--- config.mk ---
export PLATFORM = sky130hd
export DESIGN_NAME = rfe_rx_support
export DESIGN_NICKNAME = d
export VERILOG_FILES = /design/src/rtl/rfe_clkdiv.v /design/src/rtl/rfe_bitsync.v /design/src/rtl/rfe_rx_support.v
export VERILOG_INCLUDE_DIRS = /design/src /design/src/rtl
export SDC_FILE = /design/constraint.sdc
export NUM_CORES = 1
export LEC_CHECK = 0
export CAP_MARGIN = 20
export CORE_UTILIZATION = 55
export DETAILED_ROUTE_END_ITERATION = 16
export DONT_BUFFER_PORTS = 1
export PLACE_DENSITY_LB_ADDON = 0.1
export SYNTH_ARGS = -nofsm -noshare
export SYNTH_HDL_FRONTEND = slang
export SYNTH_SLANG_ARGS = --single-unit
export TNS_END_PERCENT = 5
--- constraint.sdc ---
create_clock -name clk -period 3.41 [get_ports clk]
set_clock_uncertainty 0.05 [all_clocks]
set_input_delay 0.341 -clock clk [delete_from_list [all_inputs] [get_ports clk]]
set_output_delay 0.341 -clock clk [all_outputs]
set_load 0.01 [all_outputs]
--- src/rtl/rfe_map.vh ---
`ifndef RFE_MAP_VH
`define RFE_MAP_VH

// ****************************************
// Register addresses (7-bit)
// ****************************************
`define RFE_ADDR_MODE      7'h00
`define RFE_ADDR_RXCTL     7'h01
`define RFE_ADDR_SYNCSEL   7'h06
`define RFE_ADDR_REFDIV    7'h07
`define RFE_ADDR_FILTCLK   7'h08
`define RFE_ADDR_FEECTL    7'h15
`define RFE_ADDR_FEERES    7'h16

// ****************************************
// Reset values
// ****************************************
`define RFE_RST_MODE       8'h01
`define RFE_RST_RXCTL      8'h80
`define RFE_RST_SYNCSEL    8'h00
`define RFE_RST_REFDIV     8'h01
`define RFE_RST_FILTCLK    8'hc1
`define RFE_RST_FEECTL     8'h00

// ****************************************
// Read-back masks and fixed bits
// ****************************************
`define RFE_MASK_MODE      8'hfe
`define RFE_FIX_MODE       8'h01
`define RFE_MASK_RXCTL     8'h0f
`define RFE_FIX_RXCTL      8'h80
`define RFE_MASK_SYNCSEL   8'h0f
`define RFE_MASK_FILTCLK   8'h3f
`define RFE_FIX_FILTCLK    8'hc0
`define RFE_MASK_FEECTL    8'h0f

// ****************************************
// Field positions
// ****************************************
`define RFE_SYNC_EN_BIT    3
`define RFE_OPMODE_HI      2
`define RFE_OPMODE_LO      1
`define RFE_OPMODE_RX      2'h2
`define RFE_SHIFT_HI       3
`define RFE_SHIFT_LO       1
`define RFE_DIV_HI         5
`define RFE_DIV_LO         0
`define RFE_FEE_MODE_HI    1
`define RFE_FEE_MODE_LO    0
`define RFE_FEE_LEN_HI     3
`define RFE_FEE_LEN_LO     2

// ****************************************
// Estimator modes and lengths
// ****************************************
`define RFE_FEE_OFF        2'h0
`define RFE_FEE_UP         2'h1
`define RFE_FEE_DN         2'h2
`define RFE_FEE_BOTH       2'h3
`define RFE_FEE_MIN_SYMS   7'h08

// ****************************************
// Serial frame and bit synchroniser timing
// ****************************************
`define RFE_RW_BIT_IDX     5'h07
`define RFE_LAST_BIT_IDX   5'h0f
`define RFE_FRAME_BITS     5'h10
`define RFE_SHIFT_MAX      3'h7
`define RFE_PHASE_MID      4'h7
`define RFE_PHASE_HIGH_END 4'he
`define RFE_PHASE_LATE     4'h8

`endif

--- src/rtl/rfe_clkdiv.v ---
`default_nettype none

// Divides clk by a 6-bit ratio; ratio zero parks the divider.
module rfe_clkdiv (
  input  wire       clk,
  input  wire       rst,
  input  wire       ce,
  input  wire [5:0] ratio,
  output reg        tick,
  output reg        div_clk
);

  reg [5:0] cnt;

  always @(posedge clk) begin
    if (rst) begin
      cnt     <= 6'h00;
      tick    <= 1'b0;
      div_clk <= 1'b0;
    end else if (ce) begin
      if (ratio == 6'h00) begin
        cnt  <= 6'h00;
        tick <= 1'b0;
      end else if (cnt >= ratio - 6'h01) begin
        cnt     <= 6'h00;
        tick    <= 1'b1;
        div_clk <= ~div_clk;
      end else begin
        cnt  <= cnt + 6'h01;
        tick <= 1'b0;
      end
    end
  end

endmodule

`default_nettype wire

--- src/rtl/rfe_bitsync.v ---
`default_nettype none
`include "rfe_map.vh"

// Sixteen-times oversampling bit clock recovery
module rfe_bitsync (
  input  wire clk,
  input  wire rst,
  input  wire ce,
  input  wire enable,
  input  wire sample_tick,
  input  wire data_in,
  output reg  rec_clk,
  output reg  data_out,
  output reg  bit_strobe
);

  reg  [3:0] phase;
  reg  [3:0] next_phase;
  reg        prev_data;
  wire       edge_seen;

  assign edge_seen = data_in ^ prev_data;

  // bounded lock
  // One phase step per transition: worst offset of eight steps
  // is closed well inside the lock budget on preamble data.
  always @* begin
    next_phase = phase + 4'h1;
    if (edge_seen && phase != 4'h0) begin
      if (phase < `RFE_PHASE_LATE)
        next_phase = phase;
      else
        next_phase = phase + 4'h2;
    end
  end

  always @(posedge clk) begin
    if (rst) begin
      phase      <= 4'h0;
      prev_data  <= 1'b0;
      rec_clk    <= 1'b0;
      data_out   <= 1'b0;
      bit_strobe <= 1'b0;
    end else if (ce) begin
      bit_strobe <= 1'b0;
      if (!enable) begin
        rec_clk  <= 1'b0;
        data_out <= data_in;
      end
      if (sample_tick) begin
        phase     <= next_phase;
        prev_data <= data_in;
        // A phase held at mid must not resample the bit
        // data on rise
        if (next_phase == `RFE_PHASE_MID && phase != `RFE_PHASE_MID) begin
          bit_strobe <= 1'b1;
          if (enable)
            data_out <= data_in;
        end
        if (enable)
          rec_clk <= (next_phase >= `RFE_PHASE_MID) &&
                     (next_phase <= `RFE_PHASE_HIGH_END);
      end
    end
  end

endmodule

`default_nettype wire

--- src/rtl/rfe_rx_support.v ---
`default_nettype none
`include "rfe_map.vh"

module rfe_rx_support (
  input  wire       clk,
  input  wire       rst,
  input  wire       ce,
  input  wire       prog_clk,
  input  wire       prog_enable,
  input  wire       prog_data_in,
  output reg        prog_data_out,
  output reg        prog_data_oe,
  input  wire       up_pulse,
  input  wire       down_pulse,
  input  wire       demod_data,
  input  wire       main_filter_bypass,
  output reg        filter_clock,
  output reg        filter_bypass_sel,
  output reg        ref_clock_tick,
  output wire       recovered_clock_pin,
  output wire       serial_data_pin,
  output reg        serial_data_oe
);

  // ****************************************
  // Registers
  // ****************************************
  reg  [7:0] mode_reg;
  reg  [7:0] receiver_control;
  reg  [7:0] sync_clock_select;
  reg  [7:0] reference_divider_config;
  reg  [7:0] channel_filter_clock;
  reg  [7:0] freq_error_control;
  reg  [7:0] freq_error_estimate;

  wire [5:0] filter_clock_divider;
  wire [2:0] sync_shift_setting;
  wire [5:0] ref_div;
  wire [1:0] estimator_mode;
  wire [1:0] estimator_len;
  wire       rx_mode;
  wire       sync_active;

  assign filter_clock_divider = channel_filter_clock[`RFE_DIV_HI:`RFE_DIV_LO];
  assign sync_shift_setting = sync_clock_select[`RFE_SHIFT_HI:`RFE_SHIFT_LO];
  assign ref_div            = reference_divider_config[`RFE_DIV_HI:`RFE_DIV_LO];
  assign estimator_mode     = freq_error_control[`RFE_FEE_MODE_HI:`RFE_FEE_MODE_LO];
  assign estimator_len      = freq_error_control[`RFE_FEE_LEN_HI:`RFE_FEE_LEN_LO];
  assign rx_mode = (mode_reg[`RFE_OPMODE_HI:`RFE_OPMODE_LO] == `RFE_OPMODE_RX);
  assign sync_active = rx_mode && mode_reg[`RFE_SYNC_EN_BIT];

  // ****************************************
  // Serial programming interface
  // ****************************************
  reg        prog_clk_q;
  reg  [4:0] bit_cnt;
  reg  [15:0] frame;
  reg  [7:0] rd_shift;
  reg        rd_frame;
  reg        fee_start;
  wire       prog_rise;
  wire       prog_fall;
  wire [15:0] next_frame;
  wire [6:0] frame_addr;

  assign prog_rise  = prog_clk & ~prog_clk_q;
  assign prog_fall  = ~prog_clk & prog_clk_q;
  assign next_frame = {frame[14:0], prog_data_in};
  assign frame_addr = next_frame[15:9];

  function [7:0] read_value;
    input [6:0] addr;
    begin
      case (addr)
        `RFE_ADDR_MODE:
          read_value = (mode_reg & `RFE_MASK_MODE) | `RFE_FIX_MODE;
        `RFE_ADDR_RXCTL:
          read_value = (receiver_control & `RFE_MASK_RXCTL) | `RFE_FIX_RXCTL;
        `RFE_ADDR_SYNCSEL:
          read_value = sync_clock_select & `RFE_MASK_SYNCSEL;
        `RFE_ADDR_REFDIV:
          read_value = reference_divider_config;
        `RFE_ADDR_FILTCLK:
          read_value = (channel_filter_clock & `RFE_MASK_FILTCLK) | `RFE_FIX_FILTCLK;
        `RFE_ADDR_FEECTL:
          read_value = freq_error_control & `RFE_MASK_FEECTL;
        `RFE_ADDR_FEERES:
          read_value = freq_error_estimate;
        default:
          read_value = 8'h00;
      endcase
    end
  endfunction

  always @(posedge clk) begin
    if (rst) begin
      prog_clk_q               <= 1'b0;
      bit_cnt                  <= 5'h00;
      frame                    <= 16'h0000;
      rd_shift                 <= 8'h00;
      rd_frame                 <= 1'b0;
      prog_data_out            <= 1'b0;
      prog_data_oe             <= 1'b0;
      fee_start                <= 1'b0;
      mode_reg                 <= `RFE_RST_MODE;
      receiver_control         <= `RFE_RST_RXCTL;
      sync_clock_select        <= `RFE_RST_SYNCSEL;
      reference_divider_config <= `RFE_RST_REFDIV;
      channel_filter_clock     <= `RFE_RST_FILTCLK;
      freq_error_control       <= `RFE_RST_FEECTL;
    end else if (ce) begin
      prog_clk_q <= prog_clk;
      fee_start  <= 1'b0;
      if (!prog_enable) begin
        // Frame aborted or ended: release the data pin
        bit_cnt      <= 5'h00;
        rd_frame     <= 1'b0;
        prog_data_oe <= 1'b0;
      end else begin
        if (prog_rise && bit_cnt < `RFE_FRAME_BITS) begin
          frame   <= next_frame;
          bit_cnt <= bit_cnt + 5'h01;
          if (bit_cnt == `RFE_RW_BIT_IDX && prog_data_in) begin
            rd_frame <= 1'b1;
            rd_shift <= read_value(next_frame[7:1]);
          end
          if (bit_cnt == `RFE_LAST_BIT_IDX && !rd_frame) begin
            case (frame_addr)
              `RFE_ADDR_MODE:    mode_reg          <= next_frame[7:0];
              `RFE_ADDR_RXCTL:   receiver_control  <= next_frame[7:0];
              `RFE_ADDR_SYNCSEL: sync_clock_select <= next_frame[7:0];
              `RFE_ADDR_REFDIV:  reference_divider_config <= next_frame[7:0];
              `RFE_ADDR_FILTCLK: channel_filter_clock <= next_frame[7:0];
              `RFE_ADDR_FEECTL: begin
                freq_error_control <= next_frame[7:0];
                fee_start          <= 1'b1;
              end
              default: ;
            endcase
          end
        end
        // Read data changes on the falling edge so the host can
        // take it on the next rising edge
        if (prog_fall && rd_frame) begin
          if (bit_cnt < `RFE_FRAME_BITS) begin
            prog_data_out <= rd_shift[7];
            rd_shift      <= {rd_shift[6:0], 1'b0};
            prog_data_oe  <= 1'b1;
          end else begin
            prog_data_oe <= 1'b0;
          end
        end
      end
    end
  end

  // ****************************************
  // Channel filter clock
  // ****************************************
  wire filt_div_clk;

  // toggle per ratio gives twenty times cutoff
  rfe_clkdiv u_filter_div (
    .clk     (clk),
    .rst     (rst),
    .ce      (ce),
    .ratio   (filter_clock_divider),
    .tick    (),
    .div_clk (filt_div_clk)
  );

  always @(posedge clk) begin
    if (rst) begin
      filter_clock      <= 1'b0;
      filter_bypass_sel <= 1'b0;
    end else if (ce) begin
      // bypass route
      // Clock is parked while bypassed to save receive current
      filter_bypass_sel <= main_filter_bypass;
      filter_clock      <= main_filter_bypass ? 1'b0 : filt_div_clk;
    end
  end

  // ****************************************
  // Reference and bit synchroniser clocks
  // ****************************************
  wire       ref_tick;
  reg  [6:0] pre_cnt;
  reg        sample_tick;
  wire [7:0] pre_full;
  wire [6:0] pre_limit;

  // divider 1 to 63; zero stops it
  rfe_clkdiv u_ref_div (
    .clk     (clk),
    .rst     (rst),
    .ce      (ce),
    .ratio   (ref_div),
    .tick    (ref_tick),
    .div_clk ()
  );

  // two to the seven minus shift
  assign pre_full  = 8'h01 << (`RFE_SHIFT_MAX - sync_shift_setting);
  assign pre_limit = pre_full[6:0] - 7'h01;

  always @(posedge clk) begin
    if (rst) begin
      pre_cnt        <= 7'h00;
      sample_tick    <= 1'b0;
      ref_clock_tick <= 1'b0;
    end else if (ce) begin
      ref_clock_tick <= ref_tick;
      sample_tick    <= 1'b0;
      if (ref_tick) begin
        if (pre_cnt >= pre_limit) begin
          pre_cnt     <= 7'h00;
          sample_tick <= 1'b1;
        end else begin
          pre_cnt <= pre_cnt + 7'h01;
        end
      end
    end
  end

  wire bit_strobe;

  rfe_bitsync u_bitsync (
    .clk         (clk),
    .rst         (rst),
    .ce          (ce),
    .enable      (sync_active),
    .sample_tick (sample_tick),
    .data_in     (demod_data),
    .rec_clk     (recovered_clock_pin),
    .data_out    (serial_data_pin),
    .bit_strobe  (bit_strobe)
  );

  always @(posedge clk) begin
    if (rst)
      serial_data_oe <= 1'b0;
    else if (ce)
      serial_data_oe <= rx_mode;
  end

  // ****************************************
  // Frequency error estimator
  // ****************************************
  localparam ST_IDLE = 2'd0;
  localparam ST_RUN  = 2'd1;
  localparam ST_HOLD = 2'd2;

  reg  [1:0] est_state;
  reg  [6:0] sym_cnt;
  reg  [7:0] delta;
  wire [6:0] sym_total;
  wire       count_up;
  wire       count_dn;

  assign sym_total = `RFE_FEE_MIN_SYMS << estimator_len;
  assign count_up = up_pulse &&
                    (estimator_mode == `RFE_FEE_UP || estimator_mode == `RFE_FEE_BOTH);
  assign count_dn = down_pulse &&
                    (estimator_mode == `RFE_FEE_DN || estimator_mode == `RFE_FEE_BOTH);

  // down steps subtract in two's complement
  always @* begin
    delta = 8'h00;
    if (count_up && !count_dn)
      delta = 8'h01;
    else if (count_dn && !count_up)
      delta = 8'hff;
  end

  always @(posedge clk) begin
    if (rst) begin
      est_state           <= ST_IDLE;
      sym_cnt             <= 7'h00;
      freq_error_estimate <= 8'h00;
    end else if (ce) begin
      if (fee_start) begin
        freq_error_estimate <= 8'h00;
        sym_cnt             <= 7'h00;
        est_state <= (freq_error_control[`RFE_FEE_MODE_HI:`RFE_FEE_MODE_LO] ==
                      `RFE_FEE_OFF) ? ST_IDLE : ST_RUN;
      end else begin
        case (est_state)
          ST_RUN: begin
            freq_error_estimate <= freq_error_estimate + delta;
            if (bit_strobe) begin
              sym_cnt <= sym_cnt + 7'h01;
              if (sym_cnt == sym_total - 7'h01)
                est_state <= ST_HOLD;
            end
          end
          ST_HOLD: est_state <= ST_HOLD;
          ST_IDLE: est_state <= ST_IDLE;
          default: est_state <= ST_IDLE;
        endcase
      end
    end
  end

endmodule

`default_nettype wire

Yosys cells after proc, flatten, opt, wreduce, memory -nomap -nowiden. Cells that the tools add are included. Widths: inputs -> output; s select.

Flip-flop bits (word level): 118. Bits in latches: 0. Output and inout bits: 8. Input bits: 10. Bits in read-only memories: 0. Memories kept: 0. Memory bits (writable): 0.

Add/subtract/negate cells: 13. $mul: 0. Equal/unequal tests: 27. Bitwise gates (word level): 7. Reduce and logical (&&, ||, !) cells: 43. Muxes and demuxes: 50. Shift operators: 2. Divide/modulo/power cells: 0. Magnitude comparators: 7.

Operator list (count): $mux 8 (8); $pmux 8 s7 (1); $reduce_and 5->1 (6); $eq 7x3->1 const B (4); $mux 7 (4); $mux 1 (25); $mux 6 (4); $eq 7x5->1 const B (3); $reduce_and 3->1 (5); $add 7x1->7 const B (2); $eq 7x1->1 const B (2); $eq 7x4->1 const B (2); $logic_not 7->1 (2); $sub 7x1->7 const B (2); $add 6x1->6 const B (2); $ge 6x6->1 (2); $logic_and 1x1->1 (12); $logic_not 6->1 (2); $reduce_and 2->1 (6); $sub 6x1->6 const B (2); $mux 5 (2); $add 8x8->8 (1); $eq 2x2->1 const B (4); $mux 4 (2); 31 further kinds (44).

Longest topological paths before layout.
Word-level depth: 10. Gate-level depth with buffers: 13. Depth with buffers taken out: 12.

By module. From an unflattened synthesis, not the netlist that was laid out.

Cell total of the unflattened synthesis: 790. Area, all modules: 6740.2 um2.

Modules (own cells, without submodules): rfe_rx_support (area each 4931.0 um2, cells each 568, times used 1); rfe_clkdiv (area each 625.6 um2, cells each 76, times used 2); rfe_bitsync (area each 558.0 um2, cells each 70, times used 1).

Least setup slack after synthesis. No wires, ideal clock.

Path kind: reg-to-reg. From: reg sync_clock_select[3]. To: reg pre_cnt[0]. Setup slack: 965 ps. Cell stages (with the launch flop): 14. Period minus slack after synthesis: 2445 ps. Arrival time: 2325 ps. Setup time: 70 ps. Path buffers: 1. Cell sequence: dfxtp_1 > clkbuf_1 > nand3_1 > ha_1 > inv_1 > nand2_1 > o21ai_0 > a21oi_1 > ha_1 > a21o_1 > a21oi_1 > o21ai_0 > or3_1 > a21oi_1.

Word-level cells in the longest chain between the ends: 5.

RTL lines: start: declaration (line rfe_rx_support.v:30) `reg [7:0] sync_clock_select;`; start signal: assignment (line rfe_rx_support.v:107) `` sync_clock_select <= `RFE_RST_SYNCSEL; ``; start signal: assignment (line rfe_rx_support.v:131) `` `RFE_ADDR_SYNCSEL: sync_clock_select <= next_frame[7:0]; ``; $sub 3x3->3 (no line); $shl 1x3->7 (line rfe_rx_support.v:204) `` assign pre_full = 8'h01 << (`RFE_SHIFT_MAX - sync_shift_setting); ``; $sub 7x1->7 (line rfe_rx_support.v:205) `assign pre_limit = pre_full[6:0] - 7'h01;`; $ge 7x7->1 (line rfe_rx_support.v:216) `if (pre_cnt >= pre_limit) begin`; $mux 7 (line rfe_rx_support.v:216); end signal: assignment (line rfe_rx_support.v:220) `pre_cnt <= pre_cnt + 7'h01;`; end: declaration (line rfe_rx_support.v:188) `reg [6:0] pre_cnt;`.

Every way passes these cells. A chain may end at the register's enable or synchronous reset.

Worst setup path after layout. Same ends and word-level chain as after synthesis.

==> results.yml <==
outcome:
  outcome: "finished clean"
place:
  io_buffers: 0
  hpwl_um: 9751
  gp_congestion: 0.8507
  placed_cells: 878
yosys:
  ys_seq_area_frac: 0.3665
  async_flop_share: 0
  ys_ff_latch: 117
  post-synth-top-area-cell: "dfxtp_1"
  synth_most_common_cell: "dfxtp_1"
  post_synth.cell_area_avg_um2: 8.247
  synthTopCellsByArea: "dfxtp_1 37%, ha_1 8.0%, mux2i_1 6.9%, nor2_1 6.0%, nand2_1 5.1%"
  synth_edf_count: 0
  synth_nets: 827
  yosys_warnings: 0
  syn_inst: 775
  synth_top_flop_cell: "dfxtp_1"
  post_synth_instance_area_um2: 6391
  synthTopCellsByCount: "117 x dfxtp_1, 103 x nor2_1, 87 x nand2_1"
  yosys.area.top_type_share: 0.3665
  synth_cell_types: 63
setup_path:
  crit_path_end_kind: "flop"
  max_stage_delay_ps: 500
  cp.arrival_ps: 2940
  path_max_fanout: 11
  startpoint_type: "flop"
  cpMostUsedCell: "a21oi_1"
  reg2reg_depth: 12
  cp_slowest_cell: "dfxtp_1"
  worstSetupPathType: "reg -> reg"
  worstPathCellList: "nand3_1 > ha_1 > inv_1 > nand2_1 > o21ai_0 > a21oi_1 > ha_1 > a21o_1 > a21oi_1 > o21ai_0 > or3_1 > a21oi_1"
  cp.required_ps: 3690
clocking:
  tritoncts: "built"
  postCtsSetupBuffers: 0
  cts_buffer_depth: 2
  clk_latency_ps: 410
  cts.sink_count: 117
  cts_buffers: 17
  root_buffer: "clkbuf_16"
  cts-htree-levels: 4
  clk_pin_slew_worst_paths_ps: 50
worst_hold_path:
  whs_path_depth: 2
  hp-class: "in -> reg"
detailed_routing:
  drt-wirelength-per-cell_um: 16.25
  drt-pass1-iter-count: 5
  viasPerCell: 5.987
  final_antenna_net_count: 0
  drc_errors: 0
  via_count: 5466
  first_iter_violations: 457
  wirelength_um: 14840
power:
  power.density_nw_per_um2: 440.5
  vdd_drop_max_mv: 0.5655
  p_leak_nw: 2.724
sta:
  hold_viol_final: 0
  fin_setup_tns_ps: 0
  drv_slew: 0
  period_needed_ps: 2653
  setup-violations-final: 0
  slew_headroom: 0.3225
  worst_slew_pin_slew_ps: 1015
  rsz0062_at_grt: "no"
  timing.final.crit_share: 0.7780
  fmax_ghz: 0.3769
global_route:
  grt_pass1_vias: 5079
  grt_max_degree: 99
  grt_antenna_before_repair: 0
  grt_pass1_wl_um: 24570
  grt_remaining_overflow: 0
  grt_usage: 0.2659
cells_and_area:
  instances_no_fill: 913
  n_antenna_cell: 0
  final_nets: 812
  top_register: "frame"
  num-fill-cells: 989
  area_growth_pct: 9.965
  drive_above_1_share: 0.06210
  final_util: 0.6344
  largest_register_ffs: 15
floorplanning:
  row_count: 38
  fp.dieW_um: 109.8
  initial_core_util: 0.5769
  core_um2: 11080
  die_area_um2: 12050
  io_pins: 18
  die_y_um: 109.8
job:
  maxCapViolCount: 0
[path summary, 6_finish.rpt]
| check | start | endpoint | slack [ps] |
|---|---|---|---|
| setup / recovery | sync_clock_select[3] | pre_cnt[0] | 760 |
| hold / removal | demod_data | u_bitsync.prev_data | 20 |
| setup reg to reg | sync_clock_select[3] | pre_cnt[0] | 760 |
| hold reg to reg | est_state[1] | est_state[1] | 400 |
[metrics by stage]
| step | worst slack (ps) | total power [mW] | instance area [µm²] | hold slack, ps |
|---|---|---|---|---|
| 5_1_grt | 455.4 | 3.182 | 7028 | 19.09 |
| 6_report | 756.9 | 3.096 | 7028 | 20.71 |
| 3_3_place_gp | 896.5 | 1.468 | 6431 | 368.4 |
| 4_1_cts | 768.3 | 3.120 | 7028 | 7.639 |
| 2_1_floorplan | 964.5 | 1.475 | 6391 | 381.9 |
| 3_5_place_dp | 814.5 | 1.470 | 6431 | 372.2 |
[cell usage in the layout, fill, tap and decap left out, drive strengths merged, types with 5 or more instances in the layout]
master | Yosys | layout
a211oi | 6 | 6
xor2 | 12 | 12
nand3b | 11 | 11
o22ai | 7 | 7
clkbuf | 31 | 23
nand2b | 11 | 11
and2 | 5 | 5
ha | 41 | 41
nand3 | 31 | 31
a22oi | 15 | 15
nor4 | 5 | 5
inv | 19 | 19
dfxtp | 117 | 117
nor2b | 8 | 8
nand2 | 88 | 88
nor2 | 105 | 105
o21ai | 26 | 26
or3 | 9 | 9
nor3 | 21 | 21
a221oi | 6 | 6
clkinv | 0 | 8
a21oi | 63 | 63
a21o | 13 | 13
xnor2 | 19 | 19
mux2i | 44 | 44
[report_power, final]
part	total [mW]	internal [mW]	switching, mW
clock	1.63	1.02	0.614
combinational	0.0808	0.0240	0.0568
sequential	1.39	1.38	0.0100
[layout make-up]
class                           instances  area (µm²)  share of cell area
Clock buffer                           23       498.0             0.07086
Clock inverter                          9       51.30            0.007299
Inverter                               19       71.32             0.01015
Multi-Input combinational cell        599        3820              0.5435
Sequential cell                       117        2342              0.3333
Tap cell                              140       175.2             0.02492
Timing Repair Buffer                    6       70.07            0.009970
[logic make-up (layout without fill, tap and decap cells)]
family	Yosys count	after routing	share of synthesized area
XOR/XNOR	31	31	0.04248
AND/OR/NAND/NOR	315	315	0.2385
buffers and inverters	59	57	0.03583
AO/OA/AOI/OAI	167	167	0.1644
adder cells (fa/ha/maj)	42	42	0.08340
flip-flops	117	117	0.3665
multiplexers	44	44	0.06891
[timing repair]
item                                   in CTS  in global routing
endpoints found under the hold margin      98                  0
hold buffers                                3                  0
resized for setup                           0                  0
[worst max-delay path: cells and delay by family (launching register included)]
kind                       cells  cell delay [ps]
AOI/OAI and AO/OA              6              870
and+or+nand+nor                3              610
DFF                            1              500
adders and majority gates      2              440
buffers and inverters          1              120
[layer usage]
layer	share of wire	global-route usage	vias to the layer above
met4	0.0090	0.07333	0
met3	0.039	0.06935	13
met1	0.47	0.3476	2631
met5	0	0	-
li1	-	-	2715
met2	0.48	0.4313	107
No activity file was read; power rests on OpenSTA's default activity.
